File: src/logic/dtc_pkg.sv
//==============================================================
package dtc_pkg;
  // Register word addresses (byte address = offset)
  localparam logic [7:0] ADDR_CTRL  = 8'h88;
  localparam logic [7:0] ADDR_MODE  = 8'h89;
  localparam logic [7:0] ADDR_TL0   = 8'h8A;
  localparam logic [7:0] ADDR_TL1   = 8'h8B;
  localparam logic [7:0] ADDR_TH0   = 8'h8C;
  localparam logic [7:0] ADDR_TH1   = 8'h8D;
  localparam logic [7:0] ADDR_AMODE = 8'h8F;
  localparam logic [7:0] ADDR_AUX   = 8'hA2;
  // Reset values
  localparam logic [7:0] CTRL_RST   = 8'h00;
  localparam logic [7:0] MODE_RST   = 8'h00;
  // Control register bit positions
  localparam int B_IT0 = 0;
  localparam int B_IE0 = 1;
  localparam int B_IT1 = 2;
  localparam int B_IE1 = 3;
  localparam int B_TR0 = 4;
  localparam int B_TF0 = 5;
  localparam int B_TR1 = 6;
  localparam int B_TF1 = 7;
  // Mode register bit positions, timer one is shifted by four
  localparam int B_GATE = 3;
  localparam int B_CT   = 2;
  localparam int T1_SHIFT = 4;
  // Auxiliary: toggle enables
  localparam int B_TOGGLE_ENABLE_ZERO = 0;
  localparam int B_TOGGLE_ENABLE_ONE = 1;
  // Mode field codes
  typedef enum logic [2:0] {
    DTC_M0  = 3'b000,
    DTC_M1  = 3'b001,
    DTC_M2  = 3'b010,
    DTC_M3  = 3'b011,
    DTC_PWM = 3'b110
  } dtc_mode_t;
  // Slave answers one cycle after the request appears
  localparam int WAIT_CYCLES = 1;
endpackage : dtc_pkg

File: src/logic/dtc_timers.sv
// Decided for this implementation: the Avalon-MM slave port.
`timescale 1ns/10ps
module dtc_timers (
  // Clock and reset
  input  wire logic       CLK,
  input  wire logic       RST_N,
  // Avalon-MM slave
  input  wire logic [7:0] AVS_ADDRESS,
  input  wire logic       AVS_READ,
  input  wire logic       AVS_WRITE,
  input  wire logic [31:0] AVS_WRITEDATA,
  input  wire logic [3:0] AVS_BYTEENABLE,
  output logic [31:0]     AVS_READDATA,
  output logic            AVS_WAITREQUEST,
  output logic [1:0]      AVS_RESPONSE,
  // Interrupt controller acknowledges (one-cycle pulses)
  input  wire logic       ACK_TIMER0,
  input  wire logic       ACK_TIMER1,
  input  wire logic       ACK_EXT0,
  input  wire logic       ACK_EXT1,
  // Pins
  input  wire logic       EXT_GATE_INPUT0_N,
  input  wire logic       EXT_GATE_INPUT1_N,
  input  wire logic       COUNT_PIN0_IN,
  input  wire logic       COUNT_PIN1_IN,
  output logic            COUNT_PIN0_OUT,
  output logic            COUNT_PIN1_OUT,
  output logic            COUNT_PIN0_OE,
  output logic            COUNT_PIN1_OE,
  // Flag outputs to interrupt logic
  output logic [3:0]      IRQ_FLAGS,
  // Timer one overflow pulse for the baud generator
  output logic            BAUD_TICK
);

  //==============================================================
  // Registers
  logic [7:0] ctrl_reg;
  logic [7:0] mode_reg;
  logic [1:0] mode2_reg;     // High mode bits of both timers
  logic [1:0] aux_reg;       // Toggle enables
  logic [7:0] tl_reg [2];
  logic [7:0] th_reg [2];
  logic [1:0] tog_reg;
  logic       bus_done_reg;

  //==============================================================
  // Pin synchronisers: levels read from the second stage, edges from the second and third
  logic [3:0] sync1_reg;
  logic [3:0] sync2_reg;
  logic [3:0] sync3_reg;
  always_ff @(posedge CLK) begin
    if (!RST_N) begin
      sync1_reg <= 4'hF;
      sync2_reg <= 4'hF;
      sync3_reg <= 4'hF;
    end else begin
      sync1_reg <= {EXT_GATE_INPUT1_N, EXT_GATE_INPUT0_N, COUNT_PIN1_IN, COUNT_PIN0_IN};
      sync2_reg <= sync1_reg;
      sync3_reg <= sync2_reg;
    end
  end
  // Falling transitions, after synchronising
  logic [3:0] fall;
  assign fall = sync3_reg & ~sync2_reg;

  //==============================================================
  // Mode decoding
  function automatic logic [2:0] mode_of(input int n);
    mode_of = (n == 0) ? {mode2_reg[0], mode_reg[1:0]} : {mode2_reg[1], mode_reg[5:4]};
  endfunction
  logic [2:0] m0;
  logic [2:0] m1;
  assign m0 = mode_of(0);
  assign m1 = mode_of(1);

  logic [1:0] enable;
  logic [1:0] pulse;
  always_comb begin
    enable[0] = ctrl_reg[dtc_pkg::B_TR0] &
                (!mode_reg[dtc_pkg::B_GATE] | sync2_reg[2]);
    // timer one stopped in mode three
    enable[1] = ctrl_reg[dtc_pkg::B_TR1] & (m1 != dtc_pkg::DTC_M3) &
                (!mode_reg[dtc_pkg::B_GATE + dtc_pkg::T1_SHIFT] | sync2_reg[3]);
    // CPU clock or pin pulses; falling edge counting
    pulse[0] = enable[0] & (mode_reg[dtc_pkg::B_CT] ? fall[0] : 1'b1);
    pulse[1] = enable[1] &
               (mode_reg[dtc_pkg::B_CT + dtc_pkg::T1_SHIFT] ? fall[1] : 1'b1);
  end
  // high byte of timer zero in mode three runs on timer one run bit
  logic split_pulse;
  assign split_pulse = (m0 == dtc_pkg::DTC_M3) & ctrl_reg[dtc_pkg::B_TR1];

  //==============================================================
  // Next-count logic for each timer
  logic [7:0] tl_next [2];
  logic [7:0] th_next [2];
  logic [1:0] ovf;
  logic [1:0] pwm_hi;       // Flag level in PWM mode
  logic       split_ovf;
  always_comb begin
    for (int n = 0; n < 2; n++) begin
      tl_next[n] = tl_reg[n];
      th_next[n] = th_reg[n];
      ovf[n]     = 1'b0;
      pwm_hi[n]  = 1'b0;
    end
    split_ovf = 1'b0;
    for (int n = 0; n < 2; n++) begin
      unique case (mode_of(n))
        dtc_pkg::DTC_M0: if (pulse[n]) begin
          tl_next[n] = {tl_reg[n][7:5], tl_reg[n][4:0] + 5'h01};
          if (tl_reg[n][4:0] == 5'h1F) begin
            th_next[n] = th_reg[n] + 8'h01;
            ovf[n] = (th_reg[n] == 8'hFF);
          end
        end
        dtc_pkg::DTC_M1: if (pulse[n]) begin
          {th_next[n], tl_next[n]} = {th_reg[n], tl_reg[n]} + 16'h0001;
          ovf[n] = ({th_reg[n], tl_reg[n]} == 16'hFFFF);
        end
        dtc_pkg::DTC_M2: if (pulse[n]) begin
          tl_next[n] = (tl_reg[n] == 8'hFF) ? th_reg[n] : tl_reg[n] + 8'h01;
          ovf[n] = (tl_reg[n] == 8'hFF);
        end
        dtc_pkg::DTC_M3: if (n == 0) begin
          if (pulse[0]) begin
            tl_next[0] = tl_reg[0] + 8'h01;
            ovf[0] = (tl_reg[0] == 8'hFF);
          end
          if (split_pulse) begin
            th_next[0] = th_reg[0] + 8'h01;
            split_ovf = (th_reg[0] == 8'hFF);
          end
        end
        dtc_pkg::DTC_PWM: begin
          if (pulse[n]) begin
            tl_next[n] = tl_reg[n] + 8'h01;
            ovf[n] = (tl_reg[n] == 8'hFF);
          end
          // low for high-byte clocks, high for the remainder
          pwm_hi[n] = (tl_reg[n] >= th_reg[n]);
        end
        default: ;  // Reserved codes hold the count
      endcase
    end
  end

  //==============================================================
  // Bus decode
  logic       req;
  logic       wr_ok;
  logic       mapped;
  logic [7:0] wdat;
  assign req   = (AVS_READ | AVS_WRITE) & !bus_done_reg;
  assign wdat  = AVS_WRITEDATA[7:0];
  assign wr_ok = req & AVS_WRITE & AVS_BYTEENABLE[0];
  always_comb begin
    unique case (AVS_ADDRESS)
      dtc_pkg::ADDR_CTRL, dtc_pkg::ADDR_MODE, dtc_pkg::ADDR_TL0,
      dtc_pkg::ADDR_TL1, dtc_pkg::ADDR_TH0, dtc_pkg::ADDR_TH1,
      dtc_pkg::ADDR_AMODE, dtc_pkg::ADDR_AUX: mapped = 1'b1;
      default: mapped = 1'b0;
    endcase
  end
  function automatic logic wr_at(input logic [7:0] a);
    wr_at = wr_ok & (AVS_ADDRESS == a);
  endfunction

  // Waitrequest low for one cycle after request seen
  always_ff @(posedge CLK) begin
    if (!RST_N) begin
      bus_done_reg    <= 1'b0;
      AVS_WAITREQUEST <= 1'b1;
      AVS_READDATA    <= 32'h0000_0000;
      AVS_RESPONSE    <= 2'b00;
    end else begin
      bus_done_reg    <= req;
      AVS_WAITREQUEST <= !req;
      AVS_RESPONSE    <= (req && !mapped) ? 2'b10 : 2'b00;
      if (req && AVS_READ) begin
        unique case (AVS_ADDRESS)
          dtc_pkg::ADDR_CTRL:  AVS_READDATA <= {24'h0, ctrl_reg};
          dtc_pkg::ADDR_MODE:  AVS_READDATA <= {24'h0, mode_reg};
          dtc_pkg::ADDR_TL0:   AVS_READDATA <= {24'h0, tl_reg[0]};
          dtc_pkg::ADDR_TL1:   AVS_READDATA <= {24'h0, tl_reg[1]};
          dtc_pkg::ADDR_TH0:   AVS_READDATA <= {24'h0, th_reg[0]};
          dtc_pkg::ADDR_TH1:   AVS_READDATA <= {24'h0, th_reg[1]};
          dtc_pkg::ADDR_AMODE: AVS_READDATA <= {27'h0, mode2_reg[1], 3'h0, mode2_reg[0]};
          dtc_pkg::ADDR_AUX:   AVS_READDATA <= {30'h0, aux_reg};
          default:             AVS_READDATA <= 32'h0000_0000;
        endcase
      end
    end
  end

  //==============================================================
  // Mode and auxiliary registers; reserved codes simply hold
  always_ff @(posedge CLK) begin
    if (!RST_N) begin
      mode_reg  <= dtc_pkg::MODE_RST;
      mode2_reg <= 2'b00;
      aux_reg   <= 2'b00;
    end else begin
      if (wr_at(dtc_pkg::ADDR_MODE))  mode_reg  <= wdat;
      if (wr_at(dtc_pkg::ADDR_AMODE)) mode2_reg <= {wdat[4], wdat[0]};
      if (wr_at(dtc_pkg::ADDR_AUX))   aux_reg   <= wdat[1:0];
    end
  end

  // count bytes change only by counting or direct write
  always_ff @(posedge CLK) begin
    if (!RST_N) begin
      tl_reg[0] <= 8'h00;
      tl_reg[1] <= 8'h00;
      th_reg[0] <= 8'h00;
      th_reg[1] <= 8'h00;
    end else begin
      tl_reg[0] <= wr_at(dtc_pkg::ADDR_TL0) ? wdat : tl_next[0];
      tl_reg[1] <= wr_at(dtc_pkg::ADDR_TL1) ? wdat : tl_next[1];
      th_reg[0] <= wr_at(dtc_pkg::ADDR_TH0) ? wdat : th_next[0];
      th_reg[1] <= wr_at(dtc_pkg::ADDR_TH1) ? wdat : th_next[1];
    end
  end

  //==============================================================
  // Control register with hardware flags; set wins over clear
  logic [1:0] tf_set;
  logic [1:0] tf_clr;
  logic [1:0] ie_set;
  logic       wr_ctrl;
  logic [1:0] pwm_rise;
  logic [1:0] pwm_hi_reg;
  assign wr_ctrl = wr_at(dtc_pkg::ADDR_CTRL);
  // falling edge when type bit set, low level otherwise
  assign ie_set[0] = ctrl_reg[dtc_pkg::B_IT0] ? fall[2] : !sync2_reg[2];
  assign ie_set[1] = ctrl_reg[dtc_pkg::B_IT1] ? fall[3] : !sync2_reg[3];
  always_comb begin
    pwm_rise = pwm_hi & ~pwm_hi_reg;
    // timer one outside mode three sets no flag while timer zero split
    tf_set[0] = ovf[0];
    tf_set[1] = (m0 == dtc_pkg::DTC_M3) ? split_ovf : ovf[1];
    tf_clr[0] = ACK_TIMER0;
    tf_clr[1] = ACK_TIMER1;
  end
  always_ff @(posedge CLK) begin
    if (!RST_N) begin
      ctrl_reg   <= dtc_pkg::CTRL_RST;
      pwm_hi_reg <= 2'b00;
    end else begin
      pwm_hi_reg <= pwm_hi;
      // run and type bits written by software
      if (wr_ctrl) begin
        ctrl_reg[dtc_pkg::B_IT0] <= wdat[dtc_pkg::B_IT0];
        ctrl_reg[dtc_pkg::B_IT1] <= wdat[dtc_pkg::B_IT1];
        ctrl_reg[dtc_pkg::B_TR0] <= wdat[dtc_pkg::B_TR0];
        ctrl_reg[dtc_pkg::B_TR1] <= wdat[dtc_pkg::B_TR1];
      end
      ctrl_reg[dtc_pkg::B_IE0] <= ie_set[0] | (ctrl_reg[dtc_pkg::B_IE0] & !ACK_EXT0 &
                                  !(wr_ctrl & !wdat[dtc_pkg::B_IE0]));
      ctrl_reg[dtc_pkg::B_IE1] <= ie_set[1] | (ctrl_reg[dtc_pkg::B_IE1] & !ACK_EXT1 &
                                  !(wr_ctrl & !wdat[dtc_pkg::B_IE1]));
      // PWM flag follows rising edge; software clear honoured
      if (m0 == dtc_pkg::DTC_PWM)
        ctrl_reg[dtc_pkg::B_TF0] <= pwm_rise[0] | (pwm_hi[0] & ctrl_reg[dtc_pkg::B_TF0] &
                                    !(wr_ctrl & !wdat[dtc_pkg::B_TF0]));
      else
        ctrl_reg[dtc_pkg::B_TF0] <= tf_set[0] | (ctrl_reg[dtc_pkg::B_TF0] & !tf_clr[0] &
                                    !(wr_ctrl & !wdat[dtc_pkg::B_TF0]));
      if (m1 == dtc_pkg::DTC_PWM && m0 != dtc_pkg::DTC_M3)
        ctrl_reg[dtc_pkg::B_TF1] <= pwm_rise[1] | (pwm_hi[1] & ctrl_reg[dtc_pkg::B_TF1] &
                                    !(wr_ctrl & !wdat[dtc_pkg::B_TF1]));
      else
        ctrl_reg[dtc_pkg::B_TF1] <= tf_set[1] | (ctrl_reg[dtc_pkg::B_TF1] & !tf_clr[1] &
                                    !(wr_ctrl & !wdat[dtc_pkg::B_TF1]));
    end
  end

  //==============================================================
  // Pin outputs: PWM level or toggle; leaves clock source to software
  logic [1:0] ten_prev_reg;
  genvar g;
  generate
    for (g = 0; g < 2; g++) begin : g_pin
      always_ff @(posedge CLK) begin
        if (!RST_N) begin
          tog_reg[g]      <= 1'b1;
          ten_prev_reg[g] <= 1'b0;
        end else begin
          ten_prev_reg[g] <= aux_reg[g];
          if (aux_reg[g] && !ten_prev_reg[g])
            tog_reg[g] <= 1'b1;
          else if (aux_reg[g] && ovf[g])
            tog_reg[g] <= !tog_reg[g];
        end
      end
    end
  endgenerate

  // Drive pins; forced levels at 00h and FFh
  always_ff @(posedge CLK) begin
    if (!RST_N) begin
      COUNT_PIN0_OUT <= 1'b1;
      COUNT_PIN1_OUT <= 1'b1;
      COUNT_PIN0_OE  <= 1'b0;
      COUNT_PIN1_OE  <= 1'b0;
      IRQ_FLAGS      <= 4'h0;
      BAUD_TICK      <= 1'b0;
    end else begin
      COUNT_PIN0_OE  <= (m0 == dtc_pkg::DTC_PWM) | aux_reg[0];
      COUNT_PIN1_OE  <= (m1 == dtc_pkg::DTC_PWM) | aux_reg[1];
      COUNT_PIN0_OUT <= (m0 != dtc_pkg::DTC_PWM) ? tog_reg[0] :
                        (th_reg[0] == 8'h00) ? 1'b1 :
                        (th_reg[0] == 8'hFF) ? 1'b0 : pwm_hi[0];
      COUNT_PIN1_OUT <= (m1 != dtc_pkg::DTC_PWM) ? tog_reg[1] :
                        (th_reg[1] == 8'h00) ? 1'b1 :
                        (th_reg[1] == 8'hFF) ? 1'b0 : pwm_hi[1];
      IRQ_FLAGS      <= {ctrl_reg[dtc_pkg::B_TF1], ctrl_reg[dtc_pkg::B_IE1],
                         ctrl_reg[dtc_pkg::B_TF0], ctrl_reg[dtc_pkg::B_IE0]};
      BAUD_TICK      <= ovf[1];
    end
  end

  //==============================================================
  // Assertions
  a_mode1_wrap:
  assert property (@(posedge CLK) disable iff (!RST_N)
    (m0 == dtc_pkg::DTC_M1 && pulse[0] && {th_reg[0], tl_reg[0]} == 16'hFFFF
     && !wr_ok) |=> ctrl_reg[dtc_pkg::B_TF0] && tl_reg[0] == 8'h00)
    else $error("mode one wrap missed");
  a_reload_low:
  assert property (@(posedge CLK) disable iff (!RST_N)
    (m0 == dtc_pkg::DTC_M2 && pulse[0] && tl_reg[0] == 8'hFF && !wr_ok)
    |=> tl_reg[0] == $past(th_reg[0]))
    else $error("reload wrong");
  a_run_hold:
  assert property (@(posedge CLK) disable iff (!RST_N)
    (!ctrl_reg[dtc_pkg::B_TR0] && !wr_ok) |=> $stable(tl_reg[0]))
    else $error("count moved while stopped");
  a_t1_stop:
  assert property (@(posedge CLK) disable iff (!RST_N)
    (m1 == dtc_pkg::DTC_M3 && !wr_ok) |=> $stable(tl_reg[1]) && $stable(th_reg[1]))
    else $error("timer one ran in mode three");
  a_force_high:
  assert property (@(posedge CLK) disable iff (!RST_N)
    (m0 == dtc_pkg::DTC_PWM && th_reg[0] == 8'h00) |=> COUNT_PIN0_OUT)
    else $error("pin not forced high");
  a_edge_flag:
  assert property (@(posedge CLK) disable iff (!RST_N)
    (ctrl_reg[dtc_pkg::B_IT0] && fall[2]) |=> ctrl_reg[dtc_pkg::B_IE0])
    else $error("edge flag missed");
  a_toggle_start:
  assert property (@(posedge CLK) disable iff (!RST_N)
    $rose(aux_reg[0]) |=> tog_reg[0])
    else $error("toggle not started high");
  a_bus_answer:
  assert property (@(posedge CLK) disable iff (!RST_N)
    req |=> !AVS_WAITREQUEST ##1 AVS_WAITREQUEST)
    else $error("bus answer timing");

endmodule : dtc_timers

File: config.mk
export PLATFORM = sky130hd
export DESIGN_NAME = dtc_timers
export DESIGN_NICKNAME = d
export VERILOG_FILES = /design/src/logic/dtc_pkg.sv /design/src/logic/dtc_timers.sv
export SDC_FILE = /design/constraint.sdc
export NUM_CORES = 1
export LEC_CHECK = 0
export BUFFER_PORTS_ARGS = -buffer_cell sky130_fd_sc_hd__buf_2
export CORE_ASPECT_RATIO = 0.8
export CORE_MARGIN = 5
export CORE_UTILIZATION = 35
export CTS_BUF_LIST = sky130_fd_sc_hd__clkbuf_16
export CTS_CLUSTER_SIZE = 14
export DETAILED_ROUTE_END_ITERATION = 10
export PLACE_DENSITY = 0.63
export SLEW_MARGIN = 0
export SYNTH_ARGS = -nofsm -noshare
export SYNTH_HDL_FRONTEND = slang
export SYNTH_SLANG_ARGS = --single-unit
File: constraint.sdc
create_clock -name CLK -period 7.1 [get_ports CLK]
set_clock_uncertainty 0.05 [all_clocks]
set_input_delay 0 -clock CLK [delete_from_list [all_inputs] [get_ports CLK]]
set_output_delay 0 -clock CLK [all_outputs]
set_load 0.05 [all_outputs]
==> reports/metrics.yaml <==
floorplan:
  design.core.area_mm2: 0.0156
  placement_rows: 41
  overall_die_area_mm2: 0.0183
  die_width_um: 150
  boundaryPins: 100
  starting_density_of_the_core: 0.352
  die-height_um: 122
critical_path:
  critPathRequiredTime_ps: 7270
  r2r_setup_slack_ps: 4210
  cp.arrival_ps: 3050
  worst_r2r_endpoint: "th_reg[0][3]"
  timing.critical_path.to_type: "flop"
  worstRegToRegCells: 9
  worstPathMaxFanout: 9
  cp-endpoint: "th_reg[0][3]"
  critical_path_startpoint: "tl_reg[0][1]"
  critPathLaunchType: "flop"
  worstSetupPathType: "reg2reg"
  worstReg2RegStart: "tl_reg[0][1]"
finish:
  final_cells: 926
  post_route_cells_drive_above_1_share: 0.117
  synthToLayoutAreaGrowth_pct: 13.8
  num-nets-final: 786
  ff_latch_area_mm2: 0.00180
  post-route-util: 0.401
  multiInputGateArea_mm2: 0.00335
  diodes: 0
  finalInstanceArea_mm2: 0.00625
  n_fill_cell: 1654
detailed_routing:
  via_count: 4924
  post_detailed_route_drc_marker_count: 0
  drt_pass1_iterations: 5
  wl_per_cell_um: 17.5
  drtAntennaViolNets: 0
  route.detailed.vias_per_inst: 5.32
  totalWireLength_mm: 16.2
  detail_route.iter0.violations: 532
synth:
  post_synth.cell_area_avg_um2: 8.28
  syn_inst: 663
  synth_top_area_share: 0.328
  synth.ff_latch_count: 90
  synthDistinctLibCells: 70
  yosysTopAreaCell: "dfxtp_1"
  ys_seq_area_frac: 0.328
  number_of_enable_type_register_cells_in_the_synthesized_netlist: 0
  dominantRegCellSynth: "dfxtp_1"
  synth-async-reset-ratio: 0
  ys.warnings.count: 0
  syn-cell-area_mm2: 0.00549
  synth_area_leaders: "dfxtp_1 (33%), ha_1 (5.5%), nor2_1 (4.6%)"
sta:
  slew_headroom: 0.497
  final_period_minus_worst_setup_slack_ps: 2890
  grt_setup_unrepaired: "false"
  slew_violations: 0
  maxClockFrequency_mhz: 346
  finalSetupViolCount: 0
  finalHoldViolCount: 0
  post_route_setup_tns_ps: 0
  final_critical_path_share_of_the_clock_period: 0.407
  tightest_slew_ps: 751
placed_design:
  place.detailed.instances: 893
  detailedPlacementHpwl_mm: 11.7
  io_buffer_count: 47
  finalWeightedCongestion: 0.918
  placed_cell_area_mm2: 0.00578
clock_network:
  tritoncts_clock_tree: "built"
  number_of_clock_sinks: 90
  cts_inserted_buffers: 9
  ctsLongestPathBuffers: 2
  clock_latency_ps: 350
  clk_pin_slew_ps: 70
  ctsHtreeMaxLevel: 3
  cts_resized: 0
  cts_root_buffer: "clkbuf_16"
global_routing:
  grt_antenna_before_repair: 1
  grt_max_degree: 54
  grt.total_usage: 0.178
  first_global_vias: 4354
  globalRouteOverflowTotal: 0
  grt_pass1_wl_mm: 25.2
pwr:
  leakage_power_summed_over_all_cells_nw: 2.47
  ir_drop_mv: 0.113
  power_density_over_the_cells_mw_per_mm2: 175
  power_mw: 1.09
run:
  drv.max_cap_violation_count: 0
hold_path:
  hold_path_class: "in2reg"
outcome:
  outcome: "completed"
placed cells by master (no fill, tap or decap), types with 4 or more instances in the layout:
master and count:
nand2_1 50, nor2b_1 12, mux2_2 6, a21oi_1 43
o22ai_1 6, nand4_1 12, mux4_2 5, o31ai_1 5
and2_1 8, dlygate4sd3_1 17, and3_1 13, clkbuf_16 9
a22o_1 6, ha_1 24, nor4_1 5, a22oi_1 4
nand2b_1 24, o211ai_1 7, nand3_1 19, xnor2_1 16
conb_1 25, a31oi_1 11, nor3_1 9, buf_2 47
dfxtp_1 90, mux2i_1 23, o21ai_0 34, and4_1 5
nor2_1 67, o2111ai_1 5, inv_1 28, nor3b_1 4
a211oi_1 9
kinds of logic (layout without fill, tap and decap cells):
kind of cell             after synthesis  count (layout)  share of synthesized area
flip-flops                            90              90                      0.328
AND/OR/NAND/NOR                      246             246                      0.235
AO/OA/AOI/OAI                        163             163                      0.197
adder cells (fa/ha/maj)               24              24                     0.0547
other                                  1              25                   0.000683
XOR/XNOR                              17              17                     0.0271
buffers and inverters                 87             111                     0.0782
multiplexers                          35              35                     0.0796
per-layer routing:
metal  part of all wire  track usage
met1               0.50        0.278
met2               0.39        0.238
met3              0.096       0.0461
met4              0.012       0.0446
met5            0.00080            0
metrics by stage:
stage	hold slack (ps)	setup WS, ps
finish	11.7	4210
global route	36.7	4040
CTS	7.50	4270
detailed placement	133	4280
global placement	129	4310
floorplan	44.5	4690
worst max-delay path: stages, from the launching register on:
cell and delay, ps:
dfxtp_1 490, ha_1 360, and3_1 190, ha_1 180, o21bai_1 90, a2111oi_0 380
o21bai_1 280, nor4_1 480, xnor2_1 180, a21oi_1 80
how the worst min path moves through the flow:
stage               depth (start not counted)  slack (ps)           end               from
floorplan                                   1          40  sync3_reg[2]              RST_N
global placement                            2         130  sync1_reg[2]  EXT_GATE_INPUT0_N
detailed placement                          2         130  sync1_reg[0]      COUNT_PIN0_IN
CTS                                         4           8   ctrl_reg[5]         ACK_TIMER0
global route                                3          40   mode_reg[7]   AVS_WRITEDATA[7]
finish                                      4          10   ctrl_reg[5]         ACK_TIMER0
cell usage after synthesis (all sizes together), types with 6 or more instances:
master,number
dfxtp,90
nor2,67
nand2,50
a21oi,43
o21ai,34
buf,32
inv,28
clkbuf,27
ha,24
nand2b,24
mux2i,23
nand3,19
xnor2,16
and3,13
nand4,12
nor2b,12
a31oi,11
nor3,11
a211oi,10
and2,8
o211ai,7
a22o,6
mux2,6
mux4,6
nor4,6
o22ai,6
report_power, final:
group	total [mW]	leakage, nW	switching, mW	internal (mW)
clock network	0.483	0.137	0.212	0.272
registers	0.513	0.729	0.00251	0.510
logic	0.0960	1.60	0.0723	0.0237
area by class of cell:
class | instances | share of cell area
Tap cell | 215 | 0.0431
Clock buffer | 9 | 0.0361
Sequential cell | 90 | 0.288
Multi-Input combinational cell | 510 | 0.536
Inverter | 28 | 0.0168
Timing Repair Buffer | 67 | 0.0685
Clock inverter | 7 | 0.0112
timing repair:
action | 4_1_cts | 5_1_grt
setup buffers | 0 | 0
endpoints found under the hold margin | 28 | 0
setup endpoints to repair | 0 | 0
hold buffers | 17 | 0
Note: power is estimated with default switching activity, not from simulation.
